**config.mk**
```make
export PLATFORM = sky130hd
export DESIGN_NAME = pss_save_image
export DESIGN_NICKNAME = d
export VERILOG_FILES = /design/src/verilog/pss_pkg.sv /design/src/verilog/pss_image_word.sv /design/src/verilog/pss_save_image.sv
export SDC_FILE = /design/constraint.sdc
export NUM_CORES = 1
export LEC_CHECK = 0
export BUFFER_PORTS_ARGS = -buffer_cell sky130_fd_sc_hd__buf_2
export CAP_MARGIN = 20
export CORE_AREA = 4 4 321 323
export DETAILED_ROUTE_END_ITERATION = 10
export DIE_AREA = 0 0 325 327
export PLACE_DENSITY_LB_ADDON = 0.3
export SLEW_MARGIN = 20
export SYNTH_ARGS = -nofsm -noshare
export SYNTH_HDL_FRONTEND = slang
export SYNTH_HIERARCHICAL = 1
export SYNTH_SLANG_ARGS = --single-unit
```
**constraint.sdc**
```tcl
create_clock -name sys_clk_i -period 6.75 [get_ports sys_clk_i]
set_input_delay 1.35 -clock sys_clk_i [delete_from_list [all_inputs] [get_ports sys_clk_i]]
set_output_delay 1.35 -clock sys_clk_i [all_outputs]
set_load 0.05 [all_outputs]
```
**src/verilog/pss_pkg.sv**
```systemverilog
// Constants for the profiling state save image block
package pss_pkg;

  // Save region geometry within the extended-state save area
  localparam int unsigned PSS_REGION_BYTES    = 128;
  localparam int unsigned PSS_REGION_OFFSET   = 832;
  localparam int unsigned PSS_FEATURE_BIT     = 62;
  localparam int unsigned PSS_WORDS           = PSS_REGION_BYTES / 4;
  localparam int unsigned PSS_IDX_W           = 5;
  localparam int unsigned PSS_SAVE_ADDR_W     = 10;

  // Word indices of the image fields, four bytes per word
  localparam logic [4:0] PSS_W_CB_LO          = 5'h00;
  localparam logic [4:0] PSS_W_CB_HI          = 5'h01;
  localparam logic [4:0] PSS_W_FLAGS          = 5'h02;
  localparam logic [4:0] PSS_W_HEAD           = 5'h03;
  localparam logic [4:0] PSS_W_BASE_LO        = 5'h04;
  localparam logic [4:0] PSS_W_BASE_HI        = 5'h05;
  localparam logic [4:0] PSS_W_SIZE           = 5'h06;
  localparam logic [4:0] PSS_W_FILTER         = 5'h07;
  localparam logic [4:0] PSS_W_REC_FIRST      = 5'h08;
  localparam logic [4:0] PSS_W_REC_LAST       = 5'h0f;
  localparam logic [4:0] PSS_W_CNT_FIRST      = 5'h10;
  localparam logic [4:0] PSS_W_CNT_LAST       = 5'h15;
  localparam logic [4:0] PSS_W_LAST           = 5'h1f;

  // Field widths and positions
  localparam int unsigned PSS_EVENTS          = 6;
  localparam int unsigned PSS_FLAG_LSB        = 1;
  localparam int unsigned PSS_SIZE_W          = 28;
  localparam int unsigned PSS_REC_W           = 256;
  localparam int unsigned PSS_CNT_W           = 32;

  // Register byte offsets on the AXI4-Lite slave
  localparam logic [7:0] PSS_REG_FEAT_LO      = 8'h00;
  localparam logic [7:0] PSS_REG_FEAT_HI      = 8'h04;
  localparam logic [7:0] PSS_REG_ID_SIZE      = 8'h08;
  localparam logic [7:0] PSS_REG_ID_OFFSET    = 8'h0c;
  localparam logic [7:0] PSS_REG_STATUS       = 8'h10;
  localparam int unsigned PSS_FEAT_HI_BIT     = PSS_FEATURE_BIT - 32;
  localparam logic        PSS_FEAT_RESET      = 1'b0;
  localparam int unsigned PSS_ST_BUSY         = 0;
  localparam int unsigned PSS_ST_BITMAP       = 1;
  localparam int unsigned PSS_ST_SKIPPED      = 2;

  // AXI responses
  localparam logic [1:0] PSS_RESP_OKAY        = 2'h0;
  localparam logic [1:0] PSS_RESP_SLVERR      = 2'h2;

  // Save sequencer states
  typedef enum logic [1:0] {
    PSS_IDLE  = 2'b00,
    PSS_WRITE = 2'b01,
    PSS_DONE  = 2'b10
  } pss_state_t;

endpackage : pss_pkg

```
**src/verilog/pss_image_word.sv**
```systemverilog
// Formatter that picks one 32-bit word of the profiling save image
`timescale 1ns/1ps
`default_nettype none
module pss_image_word
  import pss_pkg::*;
(
  input  wire logic [4:0]                     idx_i,
  input  wire logic [63:0]                    cb_addr_i,
  input  wire logic [PSS_EVENTS-1:0]          active_flags_i,
  input  wire logic [31:0]                    head_offset_i,
  input  wire logic [63:0]                    ring_base_i,
  input  wire logic [PSS_SIZE_W-1:0]          ring_size_i,
  input  wire logic [31:0]                    filters_i,
  input  wire logic [PSS_REC_W-1:0]           pending_rec_i,
  input  wire logic [PSS_EVENTS*PSS_CNT_W-1:0] counters_i,
  output logic      [31:0]                    word_o
);

  logic [2:0] rec_sel;
  logic [2:0] cnt_sel;

  // Field placement; bit 7:0 of each word is its lowest byte
  always_comb begin
    rec_sel = 3'(idx_i - PSS_W_REC_FIRST);
    cnt_sel = 3'(idx_i - PSS_W_CNT_FIRST);
    word_o  = 32'h0000_0000;
    if (idx_i == PSS_W_CB_LO) begin
      word_o = cb_addr_i[31:0];
    end else if (idx_i == PSS_W_CB_HI) begin
      word_o = cb_addr_i[63:32];
    end else if (idx_i == PSS_W_FLAGS) begin
      word_o = {25'h0, active_flags_i, 1'b0};
    end else if (idx_i == PSS_W_HEAD) begin
      word_o = head_offset_i;
    end else if (idx_i == PSS_W_BASE_LO) begin
      word_o = ring_base_i[31:0];
    end else if (idx_i == PSS_W_BASE_HI) begin
      word_o = ring_base_i[63:32];
    end else if (idx_i == PSS_W_SIZE) begin
      word_o = {4'h0, ring_size_i};
    end else if (idx_i == PSS_W_FILTER) begin
      word_o = filters_i;
    end else if (idx_i >= PSS_W_REC_FIRST && idx_i <= PSS_W_REC_LAST) begin
      word_o = pending_rec_i[32*rec_sel +: 32];
    end else if (idx_i >= PSS_W_CNT_FIRST && idx_i <= PSS_W_CNT_LAST) begin
      word_o = counters_i[PSS_CNT_W*cnt_sel +: PSS_CNT_W];
    end
  end

endmodule : pss_image_word
`default_nettype wire

```
**src/verilog/pss_save_image.sv**
```systemverilog
// Profiling state save image sequencer with AXI4-Lite control registers
//
// Added by the designer: the register addresses and register access over AXI4-Lite.
`timescale 1ns/1ps
`default_nettype none
// Behaviour
// Feature enable bit 62 says profiling state can be saved, restored, used.
// Save region is 128 bytes starting 832 bytes into the save area.
// Region length and offset readable through identification query registers.
// Every reserved field of the region is written as zero.
// Bytes 7-0 hold control block address; zero means profiling disabled.
// Flag bit 0 reserved; bit 1 marks event 1 active with counter.
// Flag bits 6:2 mark events 2-6; higher flag bits reserved zero.
// Bytes 15-12 ring head offset; bytes 23-16 ring base address.
// Bits 27:0 at bytes 27-24 ring size; bits 31:28 reserved.
// Bytes 31-28 hold filter settings as in the control block.
// Bytes 63-32 hold pending event record; zero identifier means none.
// Counters at bytes 67-64 and 87-68; bytes 127-88 reserved zero.
// Disabled profiling: save stores nothing and clears bitmap bit 62.
// Enabled profiling: save copies raw values and sets bitmap bit 62.
// Restore with feature on but bitmap bit clear loads supplied defaults.
// Multi-byte fields are stored little-endian, low byte at low offset.
module pss_save_image
  import pss_pkg::*;
#(
  parameter int unsigned AXI_ADDR_W = 8
)(
  input  wire logic                            sys_clk_i,
  input  wire logic                            reset_n_i,
  input  wire logic                            ce_i,
  // AXI4-Lite slave
  input  wire logic [AXI_ADDR_W-1:0]           s_axi_awaddr_i,
  input  wire logic                            s_axi_awvalid_i,
  output logic                                 s_axi_awready_o,
  input  wire logic [31:0]                     s_axi_wdata_i,
  input  wire logic [3:0]                      s_axi_wstrb_i,
  input  wire logic                            s_axi_wvalid_i,
  output logic                                 s_axi_wready_o,
  output logic [1:0]                           s_axi_bresp_o,
  output logic                                 s_axi_bvalid_o,
  input  wire logic                            s_axi_bready_i,
  input  wire logic [AXI_ADDR_W-1:0]           s_axi_araddr_i,
  input  wire logic                            s_axi_arvalid_i,
  output logic                                 s_axi_arready_o,
  output logic [31:0]                          s_axi_rdata_o,
  output logic [1:0]                           s_axi_rresp_o,
  output logic                                 s_axi_rvalid_o,
  input  wire logic                            s_axi_rready_i,
  // Internal profiling state, held stable by the core during a save
  input  wire logic [63:0]                     cb_addr_i,
  input  wire logic [PSS_EVENTS-1:0]           active_flags_i,
  input  wire logic [31:0]                     head_offset_i,
  input  wire logic [63:0]                     ring_base_i,
  input  wire logic [PSS_SIZE_W-1:0]           ring_size_i,
  input  wire logic [31:0]                     filters_i,
  input  wire logic [PSS_REC_W-1:0]            pending_rec_i,
  input  wire logic [PSS_EVENTS*PSS_CNT_W-1:0] counters_i,
  // Save and restore instruction requests
  input  wire logic                            save_req_i,
  input  wire logic                            restore_req_i,
  input  wire logic                            restore_bitmap_bit_i,
  // Save area write port
  output logic                                 save_wr_valid_o,
  input  wire logic                            save_wr_ready_i,
  output logic [PSS_SAVE_ADDR_W-1:0]           save_wr_addr_o,
  output logic [31:0]                          save_wr_data_o,
  output logic                                 save_done_o,
  output logic                                 bitmap_bit_o,
  output logic                                 feature_enable_o,
  output logic                                 restore_defaults_o
);

  // Elaboration check: the offset decode reads address bits 7:2, so eight bits are needed
  if (AXI_ADDR_W < 8 || AXI_ADDR_W > 32) begin : g_bad_addr_w
    $error("AXI_ADDR_W out of range");
  end

  localparam logic [PSS_SAVE_ADDR_W-1:0] BASE_ADDR = PSS_SAVE_ADDR_W'(PSS_REGION_OFFSET);

  pss_state_t                  state_ff, nxt_state;
  logic [4:0]                  idx_ff, nxt_idx;
  logic                        valid_ff, nxt_valid;
  logic [PSS_SAVE_ADDR_W-1:0]  addr_ff, nxt_addr;
  logic [31:0]                 data_ff, nxt_data;
  logic                        done_ff, nxt_done;
  logic                        bitmap_ff, nxt_bitmap;
  logic                        skipped_ff, nxt_skipped;
  logic                        defaults_ff, nxt_defaults;
  logic                        feat_ff, nxt_feat;
  logic [31:0]                 word;
  logic [4:0]                  word_idx;
  logic                        beat_taken;

  // Index of the next word to be formatted
  assign word_idx   = (state_ff == PSS_IDLE) ? PSS_W_CB_LO : 5'(idx_ff + 5'h01);
  assign beat_taken = valid_ff && save_wr_ready_i;

  pss_image_word u_word (
    .idx_i          (word_idx),
    .cb_addr_i      (cb_addr_i),
    .active_flags_i (active_flags_i),
    .head_offset_i  (head_offset_i),
    .ring_base_i    (ring_base_i),
    .ring_size_i    (ring_size_i),
    .filters_i      (filters_i),
    .pending_rec_i  (pending_rec_i),
    .counters_i     (counters_i),
    .word_o         (word)
  );

  // Save sequencer: one 32-bit word per beat, lowest offset first
  always_comb begin
    nxt_state    = state_ff;
    nxt_idx      = idx_ff;
    nxt_valid    = valid_ff;
    nxt_addr     = addr_ff;
    nxt_data     = data_ff;
    nxt_done     = 1'b0;
    nxt_bitmap   = bitmap_ff;
    nxt_skipped  = skipped_ff;
    nxt_defaults = 1'b0;
    case (state_ff)
      PSS_IDLE: begin
        if (save_req_i) begin
          if (!feat_ff || cb_addr_i == 64'h0) begin
            nxt_state   = PSS_DONE;
            nxt_bitmap  = 1'b0;
            nxt_skipped = 1'b1;
          end else begin
            nxt_state   = PSS_WRITE;
            nxt_idx     = PSS_W_CB_LO;
            nxt_valid   = 1'b1;
            nxt_addr    = BASE_ADDR;
            nxt_data    = word;
            nxt_skipped = 1'b0;
          end
        end else if (restore_req_i && feat_ff && !restore_bitmap_bit_i) begin
          nxt_defaults = 1'b1;
        end
      end
      PSS_WRITE: begin
        if (beat_taken) begin
          if (idx_ff == PSS_W_LAST) begin
            nxt_valid  = 1'b0;
            nxt_state  = PSS_DONE;
            nxt_bitmap = 1'b1;
          end else begin
            nxt_idx  = word_idx;
            nxt_addr = PSS_SAVE_ADDR_W'(addr_ff + 10'h004);
            nxt_data = word;
          end
        end
      end
      PSS_DONE: begin
        nxt_done  = 1'b1;
        nxt_state = PSS_IDLE;
      end
      default: begin
        nxt_state = PSS_IDLE;
      end
    endcase
  end

  // Sequencer registers
  always_ff @(posedge sys_clk_i or negedge reset_n_i) begin
    if (!reset_n_i) begin
      state_ff    <= PSS_IDLE;
      idx_ff      <= 5'h00;
      valid_ff    <= 1'b0;
      addr_ff     <= '0;
      data_ff     <= 32'h0000_0000;
      done_ff     <= 1'b0;
      bitmap_ff   <= 1'b0;
      skipped_ff  <= 1'b0;
      defaults_ff <= 1'b0;
    end else if (ce_i) begin
      state_ff    <= nxt_state;
      idx_ff      <= nxt_idx;
      valid_ff    <= nxt_valid;
      addr_ff     <= nxt_addr;
      data_ff     <= nxt_data;
      done_ff     <= nxt_done;
      bitmap_ff   <= nxt_bitmap;
      skipped_ff  <= nxt_skipped;
      defaults_ff <= nxt_defaults;
    end
  end

  assign save_wr_valid_o    = valid_ff;
  assign save_wr_addr_o     = addr_ff;
  assign save_wr_data_o     = data_ff;
  assign save_done_o        = done_ff;
  assign bitmap_bit_o       = bitmap_ff;
  assign restore_defaults_o = defaults_ff;
  assign feature_enable_o   = feat_ff;

  // AXI4-Lite slave state
  logic                  aw_held_ff, nxt_aw_held;
  logic                  w_held_ff, nxt_w_held;
  logic [AXI_ADDR_W-1:0] waddr_ff, nxt_waddr;
  logic [31:0]           wdata_ff, nxt_wdata;
  logic [3:0]            wstrb_ff, nxt_wstrb;
  logic                  bvalid_ff, nxt_bvalid;
  logic [1:0]            bresp_ff, nxt_bresp;
  logic                  rvalid_ff, nxt_rvalid;
  logic [1:0]            rresp_ff, nxt_rresp;
  logic [31:0]           rdata_ff, nxt_rdata;
  logic [7:0]            rd_addr_ff, nxt_rd_addr;

  // Word-aligned register offset from a bus address
  function automatic logic [7:0] reg_off(input logic [AXI_ADDR_W-1:0] a);
    reg_off = {a[7:2], 2'b00};
  endfunction : reg_off

  // Writes take address and data in either order; reads answer next cycle
  always_comb begin
    nxt_aw_held = aw_held_ff;
    nxt_w_held  = w_held_ff;
    nxt_waddr   = waddr_ff;
    nxt_wdata   = wdata_ff;
    nxt_wstrb   = wstrb_ff;
    nxt_bvalid  = bvalid_ff;
    nxt_bresp   = bresp_ff;
    nxt_feat    = feat_ff;
    nxt_rvalid  = rvalid_ff;
    nxt_rresp   = rresp_ff;
    nxt_rdata   = rdata_ff;
    nxt_rd_addr = rd_addr_ff;
    if (s_axi_awvalid_i && s_axi_awready_o) begin
      nxt_aw_held = 1'b1;
      nxt_waddr   = s_axi_awaddr_i;
    end
    if (s_axi_wvalid_i && s_axi_wready_o) begin
      nxt_w_held = 1'b1;
      nxt_wdata  = s_axi_wdata_i;
      nxt_wstrb  = s_axi_wstrb_i;
    end
    if (bvalid_ff && s_axi_bready_i) begin
      nxt_bvalid = 1'b0;
    end
    if (aw_held_ff && w_held_ff && !bvalid_ff) begin
      nxt_aw_held = 1'b0;
      nxt_w_held  = 1'b0;
      nxt_bvalid  = 1'b1;
      nxt_bresp   = PSS_RESP_OKAY;
      if (reg_off(waddr_ff) == PSS_REG_FEAT_HI) begin
        if (wstrb_ff[3]) begin
          nxt_feat = wdata_ff[PSS_FEAT_HI_BIT];
        end
      end else if (reg_off(waddr_ff) == PSS_REG_FEAT_LO || reg_off(waddr_ff) == PSS_REG_ID_SIZE ||
                   reg_off(waddr_ff) == PSS_REG_ID_OFFSET || reg_off(waddr_ff) == PSS_REG_STATUS) begin
        nxt_bresp = PSS_RESP_OKAY;
      end else begin
        nxt_bresp = PSS_RESP_SLVERR;
      end
    end
    if (rvalid_ff && s_axi_rready_i) begin
      nxt_rvalid = 1'b0;
    end
    if (s_axi_arvalid_i && s_axi_arready_o) begin
      nxt_rvalid  = 1'b1;
      nxt_rresp   = PSS_RESP_OKAY;
      nxt_rdata   = 32'h0000_0000;
      nxt_rd_addr = reg_off(s_axi_araddr_i);
      if (reg_off(s_axi_araddr_i) == PSS_REG_FEAT_LO) begin
        nxt_rdata = 32'h0000_0000;
      end else if (reg_off(s_axi_araddr_i) == PSS_REG_FEAT_HI) begin
        nxt_rdata[PSS_FEAT_HI_BIT] = feat_ff;
      end else if (reg_off(s_axi_araddr_i) == PSS_REG_ID_SIZE) begin
        nxt_rdata = 32'(PSS_REGION_BYTES);
      end else if (reg_off(s_axi_araddr_i) == PSS_REG_ID_OFFSET) begin
        nxt_rdata = 32'(PSS_REGION_OFFSET);
      end else if (reg_off(s_axi_araddr_i) == PSS_REG_STATUS) begin
        nxt_rdata[PSS_ST_BUSY]    = (state_ff != PSS_IDLE);
        nxt_rdata[PSS_ST_BITMAP]  = bitmap_ff;
        nxt_rdata[PSS_ST_SKIPPED] = skipped_ff;
      end else begin
        nxt_rresp = PSS_RESP_SLVERR;
      end
    end
  end

  // Bus registers
  always_ff @(posedge sys_clk_i or negedge reset_n_i) begin
    if (!reset_n_i) begin
      aw_held_ff <= 1'b0;
      w_held_ff  <= 1'b0;
      waddr_ff   <= '0;
      wdata_ff   <= 32'h0000_0000;
      wstrb_ff   <= 4'h0;
      bvalid_ff  <= 1'b0;
      bresp_ff   <= PSS_RESP_OKAY;
      feat_ff    <= PSS_FEAT_RESET;
      rvalid_ff  <= 1'b0;
      rresp_ff   <= PSS_RESP_OKAY;
      rdata_ff   <= 32'h0000_0000;
      rd_addr_ff <= 8'h00;
    end else if (ce_i) begin
      aw_held_ff <= nxt_aw_held;
      w_held_ff  <= nxt_w_held;
      waddr_ff   <= nxt_waddr;
      wdata_ff   <= nxt_wdata;
      wstrb_ff   <= nxt_wstrb;
      bvalid_ff  <= nxt_bvalid;
      bresp_ff   <= nxt_bresp;
      feat_ff    <= nxt_feat;
      rvalid_ff  <= nxt_rvalid;
      rresp_ff   <= nxt_rresp;
      rdata_ff   <= nxt_rdata;
      rd_addr_ff <= nxt_rd_addr;
    end
  end

  // Readies are combinational; frozen with the clock enable
  assign s_axi_awready_o = ce_i && !aw_held_ff;
  assign s_axi_wready_o  = ce_i && !w_held_ff;
  assign s_axi_arready_o = ce_i && !rvalid_ff;
  assign s_axi_bvalid_o  = bvalid_ff;
  assign s_axi_bresp_o   = bresp_ff;
  assign s_axi_rvalid_o  = rvalid_ff;
  assign s_axi_rresp_o   = rresp_ff;
  assign s_axi_rdata_o   = rdata_ff;

  // Checks on the image and the control paths
  AST_SKIP_CLEARS_BIT: assert property (@(posedge sys_clk_i) disable iff (!reset_n_i || !ce_i)
    (state_ff == PSS_IDLE && save_req_i && cb_addr_i == 64'h0)
      |=> !save_wr_valid_o ##1 (save_done_o && !bitmap_bit_o))
    else $error("disabled save wrote data or left bitmap bit set");
  AST_SAVE_SETS_BIT: assert property (@(posedge sys_clk_i) disable iff (!reset_n_i || !ce_i)
    (beat_taken && idx_ff == PSS_W_LAST) |=> bitmap_bit_o ##1 save_done_o)
    else $error("full save did not set bitmap bit");
  AST_FIRST_OFFSET: assert property (@(posedge sys_clk_i) disable iff (!reset_n_i || !ce_i)
    $rose(save_wr_valid_o) |-> (save_wr_addr_o == BASE_ADDR && idx_ff == PSS_W_CB_LO))
    else $error("save did not start at region offset");
  AST_NEXT_WORD: assert property (@(posedge sys_clk_i) disable iff (!reset_n_i || !ce_i)
    (beat_taken && idx_ff != PSS_W_LAST) |=> (save_wr_valid_o && save_wr_addr_o == $past(save_wr_addr_o) + 10'h004))
    else $error("save words not in ascending order");
  AST_FLAG_RSVD: assert property (@(posedge sys_clk_i) disable iff (!reset_n_i)
    (save_wr_valid_o && idx_ff == PSS_W_FLAGS) |-> (save_wr_data_o[0] == 1'b0 && save_wr_data_o[31:7] == 25'h0))
    else $error("reserved flag bits not zero");
  AST_SIZE_RSVD: assert property (@(posedge sys_clk_i) disable iff (!reset_n_i)
    (save_wr_valid_o && idx_ff == PSS_W_SIZE) |-> save_wr_data_o[31:28] == 4'h0)
    else $error("reserved size bits not zero");
  AST_TAIL_RSVD: assert property (@(posedge sys_clk_i) disable iff (!reset_n_i)
    (save_wr_valid_o && idx_ff > PSS_W_CNT_LAST) |-> save_wr_data_o == 32'h0000_0000)
    else $error("reserved counter slot not zero");
  AST_RESTORE_DEF: assert property (@(posedge sys_clk_i) disable iff (!reset_n_i || !ce_i)
    (state_ff == PSS_IDLE && !save_req_i && restore_req_i && feat_ff && !restore_bitmap_bit_i)
      |=> restore_defaults_o ##1 !restore_defaults_o)
    else $error("restore defaults not signalled once");
  AST_ID_SIZE: assert property (@(posedge sys_clk_i) disable iff (!reset_n_i)
    ($rose(s_axi_rvalid_o) && rd_addr_ff == PSS_REG_ID_SIZE) |-> s_axi_rdata_o == 32'h0000_0080)
    else $error("identification size read wrong");
  AST_FEAT_WRITE: assert property (@(posedge sys_clk_i) disable iff (!reset_n_i || !ce_i)
    (aw_held_ff && w_held_ff && !bvalid_ff && reg_off(waddr_ff) == PSS_REG_FEAT_HI && wstrb_ff[3])
      |=> (feature_enable_o == $past(wdata_ff[PSS_FEAT_HI_BIT]) && s_axi_bvalid_o))
    else $error("feature enable write not applied");

endmodule : pss_save_image
`default_nettype wire
```
# ---- Word level (Yosys, flattened, before mapping)
# Index checks and enable logic that the tools add are counted.
dict set report classes {
  addsub 4
  order_cmp 4
  eq_ne 24
  n_shift 2
  mux 69
  reduce_logical 50
}
# cell n
set ops {}
lappend ops {{$mux W32} 15}
lappend ops {{$shiftx A256 B9 Y32} 1}
lappend ops {{$shiftx A192 B9 Y32} 1}
lappend ops {{$logic_not A64 Y1} 1}
lappend ops {{$pmux W32 S2} 1}
lappend ops {{$mux W10} 5}
lappend ops {{$mux W30} 1}
lappend ops {{$mux W5} 5}
lappend ops {{$eq A6 B2 Y1 const B} 4}
lappend ops {{$mux W1} 23}
lappend ops {{$mux W2} 11}
lappend ops {{$eq A5 B3 Y1 const B} 4}
lappend ops {{$pmux W10 S2} 1}
lappend ops {{$reduce_and A6 Y1} 3}
lappend ops {{$reduce_and A2 Y1} 8}
lappend ops {{$logic_and A1 B1 Y1} 15}
lappend ops {{$eq A6 B1 Y1 const B} 2}
lappend ops {{$eq A6 B3 Y1 const B} 2}
lappend ops {{$logic_not A6 Y1} 2}
lappend ops {{$reduce_bool A2 Y1} 6}
lappend ops {{$add A10 B3 Y10 const B} 1}
lappend ops {{$eq A5 B2 Y1 const B} 2}
lappend ops {{$ne A2 B2 Y1 const B} 5}
lappend ops {{$pmux W5 S2} 1}
lappend ops {{21 further kinds} 33}
dict set report word_totals {
  regBits 138
  in_bits 738
  output_inout_bits 88
  wordCells 173
}

# ---- Depth between registers and ports, before layout
dict set report logic_depth {
  ltp_word 17
  depth_mapped 14
  mapped_depth_nobuf 10
}

# ---- Hierarchy
# The synthesis kept the hierarchy.
# mod instances cells_per_inst area_each_um2 seq_area_each_um2
set by_module_without_submodules {}
lappend by_module_without_submodules {pss_image_word 1 783 6272.3 0.0}
lappend by_module_without_submodules {pss_save_image 1 301 3479.6 1826.8}

# ---- Least setup slack after synthesis
# OpenSTA, ideal clock, no wires.
dict set report synth_timing {
  kind {in2out}
  start {input port ce_i}
  end {output port s_axi_arready_o}
  t_arrival_ns 2.080
  slack_ns 3.320
  stages 2
  cell_sequence {inv_1 > nor2_1}
}
dict set report synth_between {
  elab_chain_cells 1
}
# item line_no
set synth_lines {}
lappend synth_lines {{start: declaration} pss_save_image.sv:30} ;# input wire logic ce_i,
lappend synth_lines {{$logic_and A1 B1 Y1} pss_save_image.sv:317} ;# assign s_axi_arready_o = ce_i && !rvalid_ff;
lappend synth_lines {{end: declaration} pss_save_image.sv:44} ;# output logic s_axi_arready_o,
# Every way passes these cells.

# ---- Final worst setup path
dict set report layout_timing {
  start {register state_ff[0]}
  end {register data_ff[3] (netlist: save_wr_data_o[3])}
}
dict set report layout_between {
  elab_chain_cells 17
}
# item line_no
set layout_lines {}
lappend layout_lines {{start: declaration} pss_save_image.sv:80} ;# pss_state_t state_ff, nxt_state;
lappend layout_lines {{start signal: assignment} pss_save_image.sv:177} ;# state_ff <= nxt_state;
lappend layout_lines {{$logic_not A2 Y1 *} pss_save_image.sv:95} ;# assign word_idx = (state_ff == PSS_IDLE) ? PSS_W_CB_LO : 5'(idx_ff + 5'h01);
lappend layout_lines {{$mux W5 *} pss_save_image.sv:95}
lappend layout_lines {{named net word_idx[1]} pss_save_image.sv:91} ;# logic [4:0] word_idx;
lappend layout_lines {{$sub A3 B1 Y3 (tied with other cells)} {pss_image_word.sv:24, pss_image_word.sv:25}}
lappend layout_lines {{$shiftx A192 B9 Y32 / $logic_and A1 B1 Y1 (equally long branches)} {pss_image_word.sv:46, pss_image_word.sv:45}}
lappend layout_lines {{$mux W32} pss_image_word.sv:45} ;# end else if (idx_i >= PSS_W_CNT_FIRST && idx_i <= PSS_W_CNT_LAST) begin
lappend layout_lines {{$mux W32} pss_image_word.sv:43} ;# end else if (idx_i >= PSS_W_REC_FIRST && idx_i <= PSS_W_REC_LAST) begin
lappend layout_lines {{$mux W32} pss_image_word.sv:41} ;# end else if (idx_i == PSS_W_FILTER) begin
lappend layout_lines {{(+3 left out)} n/a}
lappend layout_lines {{$mux W32} pss_image_word.sv:33} ;# end else if (idx_i == PSS_W_HEAD) begin
lappend layout_lines {{$mux W32} pss_image_word.sv:31} ;# end else if (idx_i == PSS_W_FLAGS) begin
lappend layout_lines {{$mux W32} pss_image_word.sv:29} ;# end else if (idx_i == PSS_W_CB_HI) begin
lappend layout_lines {{$mux W32 *} pss_image_word.sv:27} ;# if (idx_i == PSS_W_CB_LO) begin
lappend layout_lines {{$mux W32 (on tied branches)} {pss_save_image.sv:143, pss_save_image.sv:125}}
lappend layout_lines {{$mux W32 (on tied branches)} {pss_save_image.sv:142, pss_save_image.sv:124}}
lappend layout_lines {{$pmux W32 S2 *} pss_save_image.sv:122} ;# case (state_ff)
lappend layout_lines {{named net nxt_data[3]} pss_save_image.sv:84} ;# logic [31:0] data_ff, nxt_data;
lappend layout_lines {{end signal: assignment} pss_save_image.sv:181} ;# data_ff <= nxt_data;
lappend layout_lines {{end: declaration} pss_save_image.sv:84}
# The timed path passes the listed nets; every way through them passes the cells marked *. The select of a mux whose other input is x is not followed.
# A chain may end at the register's enable or synchronous reset.

==> reports/metrics.json <==
{
  "routing": {
    "detail_route.wl_per_cell_um": 29.7,
    "iteration_0_drc_markers": 689,
    "post_drt_via_cell_ratio": 4.09,
    "route.final.wire_length_mm": 92.7,
    "drc_errors": 0,
    "detailedRoute.firstPassIterationCount": 4,
    "drt.antenna.violating_nets": 0,
    "via_count": 12778
  },
  "placement": {
    "globalplace.congestion": 0.939,
    "dp.cells": 3098,
    "post_dp_cell_area_um2": 15000,
    "port-buffer-count": 759,
    "hpwl_mm": 80.9
  },
  "global_routing": {
    "globalRouteTotalUtil_pct": 16.6,
    "number_of_global_route_vias_before_repair": 13163,
    "grt.overflow.total": 0,
    "grt_antenna_before_repair": 51,
    "largest_net_degree_at_the_start_of_global_routing": 96,
    "global_route_wire_length_before_repair_mm": 120
  },
  "clocking": {
    "clk_latency_ps": 380,
    "cts_htree_levels": 3,
    "cts.sinks": 73,
    "cts-hold-fix-buffers": 0,
    "clock_tree_from_tritoncts": "done",
    "cts_repair_resize_count": 0,
    "ctsLongestPathBuffers": 2,
    "cts_made_buffers": 9,
    "ctsRootBufferMaster": "clkbuf_16",
    "post-cts-setup-buffers": 0,
    "clk_pin_slew_worst_paths_ps": 70
  },
  "critical_path": {
    "crit_path_start_kind": "flop",
    "r2r_end": "save_wr_data_o[3]",
    "arrival_ps": 4900,
    "path_delay_family": "buffers and inverters",
    "timing.critical_path.cells": "nor2_1, buf_4, nor2b_4, buf_4, buf_4, o2bb2ai_1, o21ai_0, nand3_1, o2bb2ai_1, mux2_2",
    "timing.critical_path.required_ps": 7020,
    "cell_mode_on_critical_path": "buf_4",
    "timing.critical_path.slowest_stage_cell": "dfrtp_1",
    "regToRegSetupSlack_ps": 2120,
    "reg2regPathDepth": 10,
    "r2r_start": "state_ff[0]",
    "cp_max_fo": 42,
    "path_class": "reg2reg",
    "slowest_delay_ps": 750,
    "cp-end-kind": "flop",
    "critical_path_buf_inv_count": 3
  },
  "layout": {
    "layout.cells.non_filler": 3126,
    "layout.filler_cells": 11546,
    "final_core_util_pct": 15.4,
    "syn_to_final_growth_pct": 57.9,
    "final_design_area_no_fill_um2": 15400,
    "nNetsFinal": 2552,
    "layout-drive-gt1-share_pct": 53.8
  },
  "die": {
    "io-pin-count": 826,
    "dieWidth_um": 325,
    "die_area_um2": 106000,
    "floorplan.core_area_um2": 99900,
    "floorplan.die.height_um": 327,
    "initial_core_util_pct": 9.77,
    "placement_rows": 116
  },
  "synth": {
    "ys_async_sr_fraction_pct": 100,
    "synth_cells": 1084,
    "post_synth_edffs": 0,
    "syn-mean-instance-area_um2": 9.00,
    "yosys_most_used_dff": "dfrtp_1",
    "post_synth_num_cell_types": 77,
    "synth-seq-area-share_pct": 18.7,
    "ys_seq_elements": 73,
    "mappedNetlistArea_um2": 9750,
    "synth.yosys.warnings": 6
  },
  "sta": {
    "min_cycle_time_layout_ps": 4630,
    "final_max_slew_viol_count": 0,
    "final-hold-violation-count": 0,
    "worst_pin_slew_ps": 1130,
    "final.period_utilization_pct": 68.6,
    "slew-limit-headroom_pct": 24.2,
    "final.setup.tns_ps": 0,
    "timing.fmax_ghz": 0.216,
    "timing.final.setup_violations": 0,
    "grt_setup_unrepaired": "false",
    "clock_skew_ps": 19.8
  },
  "worst_hold_path": {
    "hold_path.class": "reg2reg",
    "worstHoldEndpoint": "s_axi_rdata_o[30]",
    "min_from": "s_axi_rdata_o[30]",
    "worst_hold_path.num_cells": 2
  },
  "power_and_ir_drop": {
    "post-layout-total-power_mw": 3.76,
    "leak_pwr_nw": 6.91,
    "power.ir.vdd_worst_v": 0.000163,
    "power-per-cell-area_nw_per_um2": 244
  },
  "status": {
    "run_status": "completed"
  },
  "job": {
    "drv_cap": 0
  }
}
==> how the worst max path moves through the flow <==
stage / start / endpoint / cells past startpoint
2_1_floorplan: ce_i / s_axi_arready_o / 2
3_3_place_gp: cb_addr_i[40] / save_wr_data_o[18] / 7
3_5_place_dp: state_ff[0] / save_wr_data_o[16] / 10
4_1_cts: state_ff[0] / save_wr_data_o[16] / 10
5_1_grt: state_ff[0] / save_wr_data_o[22] / 11
6_report: state_ff[0] / save_wr_data_o[3] / 10
==> synth_stat cells, types with 4 or more instances <==
cell,count,area [um2]
clkbuf_1,30,113
buf_4,44,330
and3_1,7,43.8
o41ai_1,6,52.6
a21o_1,7,52.6
buf_6,14,158
nor3_1,13,65.1
or3_1,4,25.0
o2bb2ai_1,6,52.6
nand2b_1,11,68.8
a22o_1,13,114
nor2b_1,20,125
nand4_1,8,50.1
a32o_1,5,50.1
nor4_1,18,113
o21ai_0,58,290
nand3b_1,6,45.0
nor2_1,92,345
mux4_2,62,1400
a21oi_1,84,420
a2111oi_0,9,78.8
mux2i_1,101,1010
inv_1,16,60.1
o21ai_1,9,45.0
nand2_1,58,218
a221oi_1,33,289
nand3_1,18,90.1
o221ai_1,5,43.8
o211ai_1,5,37.5
o22ai_1,24,150
dfrtp_1,73,1830
a211oi_1,38,285
buf_2,30,150
mux2_2,56,631
a31oi_1,9,56.3
a22oi_1,26,195
o21a_1,4,30.0
==> power by group <==
group	total, mW	leakage (nW)	internal (mW)	switching, mW
logic	2.46	5.77	0.980	1.48
registers	0.650	0.953	0.560	0.0901
clock network	0.655	0.183	0.405	0.250
==> stage by stage <==
stage / hold slack (ps) / setup WS [ps]
CTS: 489 / 1940
floorplan: 465 / 3320
global placement: 466 / 1970
finish: 481 / 2120
detailed placement: 461 / 1940
global route: 510 / 1820
==> layer usage <==
| layer | global-route usage [%] | up-vias | routed length, um | share of wire, % |
|---|---|---|---|---|
| met3 | 4.37 | 107 | 6660 | 7.2 |
| met2 | 28.5 | 663 | 44300 | 48 |
| li1 | - | 5703 | - | - |
| met5 | 0 | - | 264 | 0.28 |
| met4 | 2.42 | 40 | 1370 | 1.5 |
| met1 | 21.3 | 6265 | 40100 | 43 |
==> state kept, by name, indices dropped and copies added, names as in the netlist, 2 cells and up <==
signal / cells
s_axi_rdata_o: 6
save_wr_data_o: 32
waddr_ff: 6
idx_ff: 5
state_ff: 2
save_wr_addr_o: 8
==> kinds of logic after synthesis <==
logic type,share of synthesized area (%)
AOI/OAI and AO/OA,25.3
and+or+nand+nor,14.3
muxes,31.7
buffers and inverters,9.40
DFF,18.7
adders and majority gates,0.385
xor gates and xnor gates,0.180
other,0.0385
==> cell type report <==
class / count / area, um2 / share of cell area [%]
diodes: 12 / 30.0 / 0.195
clock inverters: 7 / 149 / 0.967
inverters: 17 / 63.8 / 0.414
clock buffers: 9 / 225 / 1.46
repair buffers: 815 / 4270 / 27.7
multi-input cells: 895 / 7210 / 46.8
flip-flops and latches: 73 / 1830 / 11.9
well taps: 1298 / 1620 / 10.5
==> tightest hold or removal path: stages (launching register included) <==
cell     delay, ps
dfrtp_1        340
nand2_1         50
o41ai_1         50
==> layout by cell type (no fill, tap or decap), types with 8 or more instances in the layout <==
cell,instances
buf_2,758
mux2i_1,101
nor2_1,89
a21oi_1,84
dfrtp_1,73
mux4_2,62
nand2_1,58
o21ai_0,58
mux2_2,56
buf_4,53
a211oi_1,38
a221oi_1,33
conb_1,28
a22oi_1,26
o22ai_1,24
nand3_1,18
inv_1,16
nor4_1,16
nor2b_1,16
a22o_1,13
diode_2,12
nor3_1,12
nand2b_1,10
a31oi_1,9
clkbuf_16,9
nand4_1,8
o21ai_1,8
(Power assumes the default switching activity.)
